`config.mk`:
```
export PLATFORM = sky130hd
export DESIGN_NAME = synth_output_config_regs
export DESIGN_NICKNAME = d
export VERILOG_FILES = /design/src/core/postdiv_a_gen.v /design/src/core/synth_output_config_regs.v
export VERILOG_INCLUDE_DIRS = /design/src /design/src/core
export SDC_FILE = /design/constraint.sdc
export NUM_CORES = 1
export LEC_CHECK = 0
export ABC_AREA = 1
export BUFFER_PORTS_ARGS = -buffer_cell sky130_fd_sc_hd__buf_2
export CAP_MARGIN = 25
export CORE_ASPECT_RATIO = 0.9
export CORE_MARGIN = 5
export CORE_UTILIZATION = 57
export DETAILED_ROUTE_END_ITERATION = 10
export GPL_TIMING_DRIVEN = 0
export PLACE_DENSITY = 0.76
export RECOVER_POWER = 50
export REMOVE_ABC_BUFFERS = 1
export SETUP_SLACK_MARGIN = 0.2
export SYNTH_ARGS = -nofsm -noshare
export SYNTH_HDL_FRONTEND = slang
export SYNTH_SLANG_ARGS = --single-unit
```
`constraint.sdc`:
```
create_clock -name mclk -period 6.4 [get_ports mclk]
set_input_delay 0.32 -clock mclk [delete_from_list [all_inputs] [get_ports mclk]]
set_output_delay 0.32 -clock mclk [all_outputs]
set_load 0.01 [all_outputs]
```
`src/core/synth_output_consts.vh`:
```
/*
  Constants of the synthesizer output configuration bank: register
  addresses, reset values, field positions and codes.
  Assumes inclusion by bare name from the core design files.
*/
`ifndef SYNTH_OUTPUT_CONSTS_VH
`define SYNTH_OUTPUT_CONSTS_VH

// Full eight-bit register addresses, then the 7-bit serial page address
`define ADDR_FILTER_CHOICE 8'h77
`define ADDR_PLL_A_PHASE 8'h78
`define ADDR_PLL_B_PHASE 8'h79
`define ADDR_PAGE_SELECT 8'h7F
`define ADDR_DIV_A_BYTE0 8'h80
`define ADDR_DIV_A_BYTE1 8'h81
`define ADDR_DIV_A_BYTE2 8'h82
`define SERIAL_PAGE_ADDR 7'h7F

// Reset values
`define RST_FILTER_CHOICE 8'h00
`define RST_PHASE 8'h00
`define RST_PAGE 8'h00
`define RST_DIV_A 24'h000002

// Field layout
`define FILTER_A_BIT 0
`define FILTER_B_BIT 1
`define FILTER_MASK 8'h03
`define PAGE_BIT 0
`define PAGE_MASK 8'h01
`define DIV_MODE_MSB 23
`define DIV_MODE_LSB 20
`define DIV_MODE_SPECIAL 4'hF
`define DIV_STYLE_BIT 19
`define DIV_POL_BIT 18
`define DIV_SRC_MSB 17
`define DIV_SRC_LSB 16
`define DIV_RATE_MSB 15
`define SRC_LOW_FREQ 2'h0
`define STYLE_MID_BOUNDARY 1'h0
`define STYLE_LEADING_EDGE 1'h1

// Timing
`define PHASE_STEPS_PER_PERIOD 256
`define PHASE_STEP_MAX 8'hFF
`define MIN_DIVIDE 24'h000002

`endif

```
`src/core/postdiv_a_gen.v`:
```
/*
  First postdivider of synthesizer A: divided clock, low-frequency
  clock or frame pulse, chosen by the committed 24-bit setting.
  Assumes all ticks are one-cycle enables on mclk; edge ticks of the
  frame sources come twice per source period, one at each edge.
*/
`timescale 1ns/10ps
`include "synth_output_consts.vh"

module postdiv_a_gen (
  input wire mclk,
  input wire reset,
  input wire [23:0] cfg,
  input wire restart,
  input wire synth_tick,
  input wire low_freq_tick,
  input wire [2:0] src_edge_tick,
  output wire div_out,
  output wire frame_boundary
);

reg [23:0] cnt_reg;
reg [23:0] cnt_next;
reg out_reg;
reg out_next;
reg boundary_reg;
reg [23:0] ratio;
reg [23:0] limit;
reg [23:0] high_len;
reg tick;
reg pulse_on;

wire special = (cfg[`DIV_MODE_MSB:`DIV_MODE_LSB] == `DIV_MODE_SPECIAL);
wire [1:0] src = cfg[`DIV_SRC_MSB:`DIV_SRC_LSB];
wire frame_mode = special && (src != `SRC_LOW_FREQ);
wire [15:0] rate = cfg[`DIV_RATE_MSB:0];
wire style = cfg[`DIV_STYLE_BIT];
wire pol = cfg[`DIV_POL_BIT];

////////////////////////////////////////////////////////////////////////
// Mode decode and counting

always @* begin
  ratio = special ? {8'h00, rate} : cfg;
  if (ratio < `MIN_DIVIDE) begin
    ratio = `MIN_DIVIDE;
  end
  high_len = (ratio >> 1) + {23'h000000, ratio[0]};
  limit = ratio - 24'h000001;
  tick = special ? low_freq_tick : synth_tick;
  if (frame_mode) begin
    // Half-period steps: two edge ticks per source period
    limit = {7'h00, ((rate == 16'h0000) ? 16'h0001 : rate), 1'b0} - 24'h000001;
    tick = src_edge_tick[src - 2'h1];
  end
  cnt_next = cnt_reg;
  if (tick) begin
    cnt_next = (cnt_reg >= limit) ? 24'h000000 : cnt_reg + 24'h000001;
  end
  if (style == `STYLE_LEADING_EDGE) begin
    pulse_on = (cnt_next <= 24'h000001);
  end else begin
    pulse_on = (cnt_next == 24'h000000) || (cnt_next == limit);
  end
  if (frame_mode) begin
    out_next = pulse_on ^ pol;
  end else begin
    out_next = (cnt_next < high_len);
  end
end

always @(posedge mclk) begin
  if (reset) begin
    cnt_reg <= 24'h000000;
    out_reg <= 1'b0;
    boundary_reg <= 1'b0;
  end else if (restart) begin
    cnt_reg <= 24'h000000;
    out_reg <= frame_mode & pol;
    boundary_reg <= 1'b0;
  end else begin
    cnt_reg <= cnt_next;
    out_reg <= out_next;
    boundary_reg <= frame_mode && tick && (cnt_next == 24'h000000);
  end
end

assign div_out = out_reg;
assign frame_boundary = boundary_reg;

endmodule

```
`src/core/synth_output_config_regs.v`:
```
/*
  Output configuration registers of the two synthesizers: loop filter
  choice, fine phase advance, address page and postdivider A of
  synthesizer A, with the phase-shifted synthesizer ticks and the
  postdivider A output generated here.
  Assumes the serial port logic presents decoded 7-bit accesses on
  mclk, and that step, low-frequency and divider edge ticks come from
  logic on mclk, so none of them is synchronised.
*/
// Operation
// Filter register bit 0 picks synthesizer A loop filter, 1 internal.
// Filter register bit 1 picks synthesizer B loop filter; bits 7:2 reserved.
// Synthesizer A phase register advances its output by count/256 period.
// Synthesizer B phase register advances its output by count/256 period.
// Phase advance applies to every clock derived from that synthesizer; the code applies it to postdivider A only when mode is not 1111.
// Page bit routes serial accesses to lower or upper page; 0x7F always.
// Host sets the page bit before touching the other page.
// Mode not 1111: output is synthesizer A divided by 24-bit ratio.
// Frame mode: pulses spaced by bits 15:0 source periods.
// Mode 1111, source 00: low-frequency clock, twice base over bits 15:0.
// Source bits select low clock or dividers B/C/D; width one period.
// Frame mode bit 18 sets polarity: 0 positive, 1 negative.
// Frame mode bit 19: 0 mid-pulse boundary, 1 leading-edge boundary.
// Divided and low-frequency clocks have 50 percent duty; for an odd ratio N the code keeps the output high for (N+1)/2 of N ticks.
// Reserved bits read zero; divider setting commits once all bytes written; the code commits on the byte 2 write alone.
`timescale 1ns/10ps
`include "synth_output_consts.vh"

module synth_output_config_regs (
  input wire mclk,
  input wire reset,
  input wire [6:0] reg_addr,
  input wire reg_wr,
  input wire [7:0] reg_wdata,
  input wire reg_rd,
  output wire [7:0] reg_rdata,
  input wire pll_a_step_tick,
  input wire pll_b_step_tick,
  input wire pll_a_low_freq_tick,
  input wire div_b_edge_tick,
  input wire div_c_edge_tick,
  input wire div_d_edge_tick,
  output wire pll_a_loop_filter_choice,
  output wire pll_b_loop_filter_choice,
  output wire [7:0] pll_a_phase_step_count,
  output wire [7:0] pll_b_phase_step_count,
  output wire pll_a_clk_tick,
  output wire pll_b_clk_tick,
  output wire postdiv_a_out,
  output wire postdiv_a_frame_boundary
);

////////////////////////////////////////////////////////////////////////
// Address mapping

function [7:0] map_addr;
  input [6:0] addr;
  input page;
  begin
    if (addr == `SERIAL_PAGE_ADDR) begin
      map_addr = `ADDR_PAGE_SELECT;
    end else begin
      map_addr = {page, addr};
    end
  end
endfunction

reg [7:0] filter_choice_reg;
reg [7:0] pll_a_phase_reg;
reg [7:0] pll_b_phase_reg;
reg [7:0] page_reg;
reg [7:0] div_a_stage0_reg;
reg [7:0] div_a_stage1_reg;
reg [7:0] div_a_stage2_reg;
reg [23:0] div_a_active_reg;
reg div_a_restart_reg;
reg [7:0] rdata_reg;
reg [7:0] rdata_next;

localparam [23:0] DIV_A_RESET = `RST_DIV_A;

wire [7:0] full_addr;
wire wr_filter;
wire wr_phase_a;
wire wr_phase_b;
wire wr_page;
wire wr_div0;
wire wr_div1;
wire wr_div2;

// The page register answers at 0x7F whatever the page
assign full_addr = map_addr(reg_addr, page_reg[`PAGE_BIT]);

assign wr_filter = reg_wr && (full_addr == `ADDR_FILTER_CHOICE);
assign wr_phase_a = reg_wr && (full_addr == `ADDR_PLL_A_PHASE);
assign wr_phase_b = reg_wr && (full_addr == `ADDR_PLL_B_PHASE);
assign wr_page = reg_wr && (full_addr == `ADDR_PAGE_SELECT);
assign wr_div0 = reg_wr && (full_addr == `ADDR_DIV_A_BYTE0);
assign wr_div1 = reg_wr && (full_addr == `ADDR_DIV_A_BYTE1);
assign wr_div2 = reg_wr && (full_addr == `ADDR_DIV_A_BYTE2);

////////////////////////////////////////////////////////////////////////
// Register writes

always @(posedge mclk) begin
  if (reset) begin
    filter_choice_reg <= `RST_FILTER_CHOICE;
    pll_a_phase_reg <= `RST_PHASE;
    pll_b_phase_reg <= `RST_PHASE;
    page_reg <= `RST_PAGE;
  end else begin
    if (wr_filter) begin
      filter_choice_reg <= reg_wdata & `FILTER_MASK;
    end
    if (wr_phase_a) begin
      pll_a_phase_reg <= reg_wdata;
    end
    if (wr_phase_b) begin
      pll_b_phase_reg <= reg_wdata;
    end
    if (wr_page) begin
      page_reg <= reg_wdata & `PAGE_MASK;
    end
  end
end

////////////////////////////////////////////////////////////////////////
// Postdivider A staging and commit

// Low bytes only stage; the top byte write commits all three at once
always @(posedge mclk) begin
  if (reset) begin
    div_a_stage0_reg <= DIV_A_RESET[7:0];
    div_a_stage1_reg <= DIV_A_RESET[15:8];
    div_a_stage2_reg <= DIV_A_RESET[23:16];
    div_a_active_reg <= `RST_DIV_A;
    div_a_restart_reg <= 1'b0;
  end else begin
    div_a_restart_reg <= wr_div2;
    if (wr_div0) begin
      div_a_stage0_reg <= reg_wdata;
    end
    if (wr_div1) begin
      div_a_stage1_reg <= reg_wdata;
    end
    if (wr_div2) begin
      div_a_stage2_reg <= reg_wdata;
      div_a_active_reg <= {reg_wdata, div_a_stage1_reg, div_a_stage0_reg};
    end
  end
end

////////////////////////////////////////////////////////////////////////
// Register reads

always @* begin
  rdata_next = 8'h00;
  case (full_addr)
    `ADDR_FILTER_CHOICE: begin
      rdata_next = filter_choice_reg;
    end
    `ADDR_PLL_A_PHASE: begin
      rdata_next = pll_a_phase_reg;
    end
    `ADDR_PLL_B_PHASE: begin
      rdata_next = pll_b_phase_reg;
    end
    `ADDR_PAGE_SELECT: begin
      rdata_next = page_reg;
    end
    `ADDR_DIV_A_BYTE0: begin
      rdata_next = div_a_stage0_reg;
    end
    `ADDR_DIV_A_BYTE1: begin
      rdata_next = div_a_stage1_reg;
    end
    `ADDR_DIV_A_BYTE2: begin
      rdata_next = div_a_stage2_reg;
    end
    default: begin
      rdata_next = 8'h00;
    end
  endcase
end

always @(posedge mclk) begin
  if (reset) begin
    rdata_reg <= 8'h00;
  end else if (reg_rd) begin
    rdata_reg <= rdata_next;
  end
end

assign reg_rdata = rdata_reg;

////////////////////////////////////////////////////////////////////////
// Fine phase advance of both synthesizers

wire [15:0] phase_bus = {pll_b_phase_reg, pll_a_phase_reg};
wire [1:0] step_bus = {pll_b_step_tick, pll_a_step_tick};
wire [1:0] clk_tick_bus;

genvar g;
generate
  for (g = 0; g < 2; g = g + 1) begin : phase_gen
    reg [7:0] step_cnt_reg;
    reg tick_reg;
    wire [7:0] phase = phase_bus[8 * g + 7:8 * g];
    // Edge sits phase steps earlier in the 256-step period
    always @(posedge mclk) begin
      if (reset) begin
        step_cnt_reg <= 8'h00;
        tick_reg <= 1'b0;
      end else begin
        tick_reg <= step_bus[g] && (step_cnt_reg == (`PHASE_STEP_MAX - phase));
        if (step_bus[g]) begin
          step_cnt_reg <= step_cnt_reg + 8'h01;
        end
      end
    end
    assign clk_tick_bus[g] = tick_reg;
  end
endgenerate

assign pll_a_clk_tick = clk_tick_bus[0];
assign pll_b_clk_tick = clk_tick_bus[1];

////////////////////////////////////////////////////////////////////////
// Postdivider A

// Runs from the shifted tick when mode is not 1111, so the advance reaches its divided output too
postdiv_a_gen u_postdiv_a (
  .mclk(mclk),
  .reset(reset),
  .cfg(div_a_active_reg),
  .restart(div_a_restart_reg),
  .synth_tick(clk_tick_bus[0]),
  .low_freq_tick(pll_a_low_freq_tick),
  .src_edge_tick({div_d_edge_tick, div_c_edge_tick, div_b_edge_tick}),
  .div_out(postdiv_a_out),
  .frame_boundary(postdiv_a_frame_boundary)
);

////////////////////////////////////////////////////////////////////////
// Analog-side controls

assign pll_a_loop_filter_choice = filter_choice_reg[`FILTER_A_BIT];
assign pll_b_loop_filter_choice = filter_choice_reg[`FILTER_B_BIT];
assign pll_a_phase_step_count = pll_a_phase_reg;
assign pll_b_phase_step_count = pll_b_phase_reg;

endmodule

```
======== After elaboration in Yosys (flattened, before gate mapping) ========
Cells that the tools add are included.
cells by class
  reductions and logical operators ........ 17
  mux-type cells .......................... 15
  magnitude comparators ................... 5
  bitwise operators ....................... 2
  equal/unequal tests ..................... 12
  add/sub/neg operators ................... 9
operators with widths
  cell                     number
  $mux W24                 5
  $pmux W8 S7              1
  $eq A8 B7 Y1 const B     4
  $add A23 B1 Y24          1
  $add A24 B1 Y24 const B  1
  $eq A24 B24 Y1           1
  $eq A8 B8 Y1 const B     3
  $ge A24 B24 Y1           1
  $le A24 B1 Y1 const B    1
  $logic_not A24 Y1        1
  $lt A24 B2 Y1 const B    1
  $lt A24 B24 Y1           1
  $sub A24 B1 Y24 const B  1
  $sub A17 B1 Y18 const B  1
  $add A8 B1 Y8 const B    2
  $eq A8 B8 Y1             2
  $logic_not A16 Y1        1
  $mux W16                 1
  $sub A8 B8 Y8 const A    2
  $logic_and A1 B1 Y1      12
  $mux W8                  1
  $eq A7 B7 Y1 const B     1
  $mux W1                  6
  $eq A4 B4 Y1 const B     1
  other kinds (8)          8
storage, ports and cells
  bits of input ports ..................... 25
  register bits after elaboration ......... 120
  word-level logic and storage cells ...... 77
  output and inout bits ................... 30

======== Depth between registers and ports, before layout ========
Gate-level depths: netlist of run 1.
  depth in word-level cells ............... 15
  mapped depth ............................ 41
  mapped depth without buffers ............ 39

======== Modules after synthesis ========
A second synthesis of run 1 with hierarchy kept.
unflattened totals
  cells, all modules ...................... 1375
  area, all modules ....................... 8843.5 um^2
modules (own cells, without submodules)
  module                    times used  sequential area each (um^2)  area an instance (um^2)  cells an instance
  postdiv_a_gen             1           520.5                        5068.6                   873
  synth_output_config_regs  1           1721.7                       3774.9                   502

======== Worst setup path after synthesis of run 1 ========
No wires, ideal clock.
  path kind ............................... reg-to-reg
  start point ............................. register, netlist name div_a_stage2_reg[6]
  end point ............................... register u_postdiv_a.out_reg, in the netlist u_postdiv_a.div_out
  library setup time ...................... 66 ps
  period minus slack after synthesis ...... 4667 ps
  path buffers ............................ 2
  arrival time ............................ 4601 ps
  data required time ...................... 6334 ps
  stages on the path, launching flop included .. 35
  setup slack ............................. 1733 ps
  path through ............................ dfxtp_1 -> nand2_1 -> nor2_4 -> buf_6 -> a21oi_1 -> nor2_2 -> nand3_4 -> inv_1 -> nor2_1 -> ha_1 -> nand2_1 -> nor2_2 -> nand2_1 -> nor3b_2 -> nand2_1 -> xor2_1 -> nand2_1 -> nand2_1 -> ha_1 -> nand4_1 -> nor3_1 -> nand2_1 -> nand4_1 -> nand2_2 -> buf_2 -> nand2_1 -> inv_1 -> ha_1 -> a21oi_1 -> nor2_1 -> a2111oi_0 -> o221ai_1 -> a21oi_1 -> nor2_1 -> a21oi_2
RTL lines
  what                  RTL line            source
  to (signal assigned)  postdiv_a_gen.v:79  out_reg <= frame_mode & pol;
  to (signal assigned)  postdiv_a_gen.v:83  out_reg <= out_next;
  to (decl)             postdiv_a_gen.v:24  reg out_reg;

==> impl_metrics.json, run 1 <==
{
  "outcome": "finished, violations left",
  "violations": "max-capacitance violations, max-slew violations",
  "synth_cell_type_count": 51,
  "finalMaxSlewViolations": 45,
  "critPathKind": "reg -> reg",
  "final.setup.tns_ns": 0,
  "arrival_ns": 5.95,
  "numClockSinks": 112,
  "cts_inserted_buffers": 9,
  "ir_drop_mv": 0.181,
  "worstPathMaxFanout": 22,
  "grt_usage_pct": 26.0,
  "numPortBuffers": 54,
  "wl_um": 23300,
  "fin_cells": 1568,
  "clock_skew_ns": 0.0107,
  "clk_pin_slew_ns": 0.08,
  "clk_latency_ns": 0.37,
  "fp-row-count": 42,
  "synth-edff-count": 0,
  "cp_slowest_cell": "nor2_1",
  "synth-async-reset-ratio_pct": 0,
  "diodes": 0,
  "nFillCells": 1500,
  "fmax_ghz": 0.177,
  "leakage_nw": 4.14,
  "largest_register_ffs": 24,
  "hold_viol": 0,
  "clock_path_buffers": 2,
  "overflow": 0,
  "yosys.area.top_type_share_pct": 26.2,
  "ios": 55,
  "place.gp.congestion": 0.923,
  "synth-main-ff-cell": "dfxtp_1",
  "synthTopCellsByCount": "nand2_1, inv_1, nor2_1",
  "core-area_um2": 14700,
  "synth-seq-cells": 112,
  "holdCritPathClass": "in -> reg",
  "cpPeakStageDelay_ns": 0.34,
  "dieArea_um2": 17600,
  "setup_violations": 0,
  "synthMostInstantiatedCell": "nand2_1",
  "final_antenna_net_count": 0,
  "dp_cells": 1548,
  "syn_inst": 1330,
  "drv_cap": 1,
  "critPathLaunchType": "register",
  "power_density_nw_per_um2": 144,
  "initial_utilization_pct": 58.2,
  "syn_area_per_cell_um2": 6.44,
  "drive_gt1_share_pct": 9.12,
  "antenna_found_initial": 0,
  "cts_max_level": 3,
  "die_y_um": 126,
  "root_buffer": "clkbuf_16",
  "crit_path_frequent_cell": "nand2_1",
  "relSlewSlack_pct": -38.8,
  "grt_pass1_vias": 7908,
  "postCtsHoldBufs": 0,
  "wl_per_cell_um": 14.9,
  "cts_tree": "built",
  "cp-end-kind": "register",
  "via_per_inst": 5.48,
  "synth-warning-count": 0,
  "drc": 0,
  "first_pass_iters": 5,
  "syn_area_um2": 8560,
  "die_w_um": 139,
  "rsz0062_at_grt": "false",
  "area_growth_pct": 7.43,
  "yosysTopAreaCell": "dfxtp_1",
  "required_ns": 6.70,
  "grt_start_max_net_pins": 46,
  "first_iter_violations": 629,
  "synth-seq-area-share_pct": 26.2,
  "fin_nets": 1445,
  "finalCritPeriodShare_pct": 88.3,
  "tightestPinTransition_ns": 2.08,
  "layout_min_cycle_time_ns": 5.65,
  "synthTopCellsByArea": "dfxtp_1, nand2_1, ha_1, inv_1, nor2_1",
  "dr_total_vias": 8592,
  "worstPathBufferInverterCount": 2,
  "grt_pass1_wl_um": 37900,
  "hpwl_um": 17900,
  "critPathTopFamily": "simple AND/OR/NAND/NOR gates"
}
per-stage QoR:
| step | hold WS (ns) | setup slack [ns] | power (W) | area (µm²) | util, % |
|---|---|---|---|---|---|
| after global placement | 0.455 | 0.445 | 0.000769 | 8900 | 60.5 |
| after floorplan | 0.389 | 1.62 | 0.000741 | 8380 | - |
| after global routing | 0.250 | 0.276 | 0.00137 | 9200 | 62.5 |
| after detailed placement | 0.456 | 0.445 | 0.000769 | 8900 | 60.5 |
| final | 0.245 | 0.750 | 0.00133 | 9200 | 62.5 |
| after CTS | 0.239 | 0.285 | 0.00133 | 9190 | 62.4 |
worst reg2reg max path: cells and delay by family, from the launching register on:
family | cells | cell delay, ns
AO/OA/AOI/OAI | 5 | 0.99
XOR/XNOR | 1 | 0.15
adder cells (fa/ha/maj) | 3 | 0.83
buffers and inverters | 2 | 0.15
flip-flops | 1 | 0.33
AND/OR/NAND/NOR | 21 | 3.13
cells in the final DEF (no fill, tap or decap), types with 9 or more instances in the layout:
master / Yosys / routed
xor2_1: 35 / 35
nand2_1: 269 / 269
buf_2: 5 / 22
xnor2_1: 14 / 14
nor3_1: 38 / 38
nor2_2: 22 / 22
nand4_1: 15 / 15
inv_1: 175 / 175
o22ai_1: 12 / 12
dfxtp_1: 112 / 112
clkbuf_16: 0 / 9
a21oi_1: 92 / 90
o21ai_0: 83 / 83
ha_1: 55 / 55
a211oi_1: 17 / 17
nor2_1: 153 / 153
clkbuf_1: 19 / 33
inv_2: 18 / 17
nand3_1: 91 / 91
final cells by class:
class	instances	area, µm²	share of cell area [%]
sequential	112	2240	24.4
multi-input combinational	987	5420	58.9
clock buffer	9	225	2.45
inverter	197	742	8.07
tap	198	248	2.69
clock inverter	7	63.8	0.694
timing repair buffer	58	256	2.79
kinds of logic (layout without fill, tap and decap cells):
kind of cell | after synthesis | after routing | synth area share [%]
adder cells (fa/ha/maj) | 55 | 55 | 8.04
XOR/XNOR | 50 | 50 | 5.20
buffers and inverters | 231 | 271 | 10.7
AND/OR/NAND/NOR | 643 | 643 | 34.2
other | 1 | 1 | 0.0438
flip-flops | 112 | 112 | 26.2
AO/OA/AOI/OAI | 238 | 238 | 15.6
per-layer routing:
layer	vias up	GRT usage, %	share of wire [%]
li1	4417	-	-
met5	-	0	0
met2	291	42.4	45
met3	55	4.44	6.3
met4	0	10.4	3.3
met1	3829	34.4	45
what timing repair did:
| item | 4_1_cts | 5_1_grt |
|---|---|---|
| setup buffers | 0 | 3 |
| gates resized for setup | 0 | 6 |
| setup endpoints to repair | 0 | 1 |
final timing paths:
kind	slack, ns	to	depth (start not counted)	start
hold reg to reg	0.47	reg_rdata[6]	2	reg_rdata[6]
setup reg to reg	0.75	u_postdiv_a.div_out	32	div_a_stage2_reg[6]
hold / removal	0.25	phase_gen[1].step_cnt_reg[0]	3	pll_b_step_tick
setup / recovery	0.75	u_postdiv_a.div_out	32	div_a_stage2_reg[6]
power by group:
| group | internal [W] | switching, W |
|---|---|---|
| clock | 0.000274 | 0.000298 |
| combinational | 0.0000149 | 0.0000361 |
| sequential | 0.000699 | 0.00000369 |
(Power assumes the default switching activity.)
==> run 2, diff against run 1 <==
- CAP_MARGIN: 25 -> default
- CORE_UTILIZATION: 57 -> 62
- PLACE_DENSITY: 0.76 -> 0.81
==> run 2 against run 1 <==
The flow still finishes with violations (max-capacitance violations, max-slew violations). Via count hardly changed. Power fell by 1.4%. Clock skew down 0.0010 ns. Non-clock buffer count did not move. Routed wire length fell by 1.5%. Maximum frequency decreased by 0.55%. Flip-flop and latch count stayed put. Sequential power about the same. Hold slack got worse by 0.0021 ns. Critical endpoint unchanged. Largest cell class unchanged. Largest power group unchanged.
==> impl_metrics.json, run 2 (synthesis gave the netlist of run 1 again) <==
{
  "outcome": "finished, violations left",
  "violations": "max-capacitance violations, max-slew violations",
  "cts_tree": "built",
  "met1_usage_pct": 36.4,
  "arrival_ns": 5.98,
  "grt_pass1_vias": 7841,
  "ir_drop_mv": 0.187,
  "clk_latency_ns": 0.36,
  "critPathKind": "reg -> reg",
  "layout_min_cycle_time_ns": 5.68,
  "place.gp.congestion": 0.927,
  "die_y_um": 121,
  "root_buffer": "clkbuf_16",
  "clk_pin_slew_ns": 0.08,
  "worstPathMaxFanout": 11,
  "rsz0062_at_grt": "false",
  "finalMaxSlewViolations": 45,
  "grt_usage_pct": 28.3,
  "overflow": 0,
  "fin_nets": 1446,
  "critPathLaunchType": "register",
  "tightestPinTransition_ns": 2.02,
  "drv_cap": 1,
  "cts_max_level": 3,
  "wl_um": 22900,
  "required_ns": 6.70,
  "fp-row-count": 40,
  "fmax_ghz": 0.176,
  "wl_per_cell_um": 14.9,
  "initial_utilization_pct": 63.6,
  "relSlewSlack_pct": -34.4,
  "numClockSinks": 112,
  "cp-startpoint": "div_a_active_reg[14]",
  "met2_usage_pct": 48.0,
  "cts_inserted_buffers": 9,
  "final_cell_mix": "nand2_1, inv_1, nor2_1",
  "setup_violations": 0,
  "min-delay-start": "pll_b_step_tick",
  "final.setup.tns_ns": 0,
  "largest_register_ffs": 24,
  "dieArea_um2": 16300,
  "hpwl_um": 17900,
  "leakage_nw": 4.14,
  "busiest_layer": "met2",
  "numPortBuffers": 54,
  "finalCritPeriodShare_pct": 88.8,
  "power_density_nw_per_um2": 143,
  "area_growth_pct": 6.97,
  "grt_pass1_wl_um": 37500,
  "via_per_inst": 5.58,
  "antenna_found_initial": 0,
  "drive_gt1_share_pct": 9.27,
  "first_iter_violations": 604,
  "final_common_cell": "nand2_1",
  "regArea_um2": 2240,
  "multiInputGateArea_um2": 5420,
  "cp_slowest_cell": "dfxtp_1",
  "drc": 0,
  "crit_path_frequent_cell": "nand2_1",
  "ios": 55,
  "nFillCells": 1259,
  "holdCritPathClass": "in -> reg",
  "first_pass_iters": 5,
  "hold_viol": 0,
  "cpPeakStageDelay_ns": 0.42,
  "clock_path_buffers": 2,
  "die_w_um": 134,
  "core-area_um2": 13500,
  "dp_worst_setup_slack_ns": 0.460,
  "postLayoutSetupSlackWorst_ns": 0.719,
  "dr_total_vias": 8585,
  "clock_skew_ns": 0.00969,
  "r2r_start": "div_a_active_reg[14]",
  "cp-end-kind": "register",
  "grt_start_max_net_pins": 46,
  "diodes": 0,
  "hold_ws_ns": 0.243,
  "gr-usage-met3_pct": 4.81,
  "final_antenna_net_count": 0
}
## run 2: worst paths after layout
check | endpoint | slack (ns) | cells past startpoint
setup / recovery | u_postdiv_a.div_out | 0.72 | 32
hold / removal | phase_gen[1].step_cnt_reg[0] | 0.24 | 3
setup reg to reg | u_postdiv_a.div_out | 0.72 | 32
hold reg to reg | reg_rdata[3] | 0.47 | 2
## run 2: through the flow
stage | total power (W) | utilization, % | instance area (µm²) | std cells
final | 0.00131 | 68.0 | 9160 | 1538
after global routing | 0.00135 | 68.0 | 9160 | 1538
after CTS | 0.00131 | 67.9 | 9140 | 1533
after detailed placement | 0.000769 | 65.8 | 8860 | 1518
after global placement | 0.000768 | 65.8 | 8860 | 1518
after floorplan | 0.000741 | - | 8380 | 1296
## run 2: layout make-up
type | instances | share of cell area, %
multi-input cells | 988 | 59.2
flip-flops and latches | 112 | 24.5
inverters | 197 | 8.10
repair buffers | 58 | 2.86
clock buffers | 10 | 2.61
well taps | 168 | 2.30
clock inverters | 5 | 0.424
## run 2: worst max-delay path: cells and delay by family (launching register included)
kind                       cells  cell delay [ns]
DFF                            1             0.42
adders and majority gates      3             0.82
buffers and inverters          1             0.07
and+or+nand+nor               22             3.14
xor gates and xnor gates       1             0.15
AOI/OAI and AO/OA              5             1.03
## run 2: report_power, final
part	leakage (nW)	total, W	switching (W)	internal [W]
Combinational	3.10	0.0000503	0.0000354	0.0000148
Sequential	0.903	0.000703	0.00000361	0.000699
Clock	0.141	0.000554	0.000277	0.000278
## run 2: what timing repair did
action                                  CTS  global route
setup buffers                             0             4
resized for setup                         0             6
endpoints found under the setup margin    0             1
hold endpoints to repair                  0             0
hold buffers                              0             0
## run 2: layer usage
metal	share of wire, %	up-vias
met5	0	-
met4	2.9	0
met3	6.1	45
met2	46	280
met1	45	3844
li1	-	4416
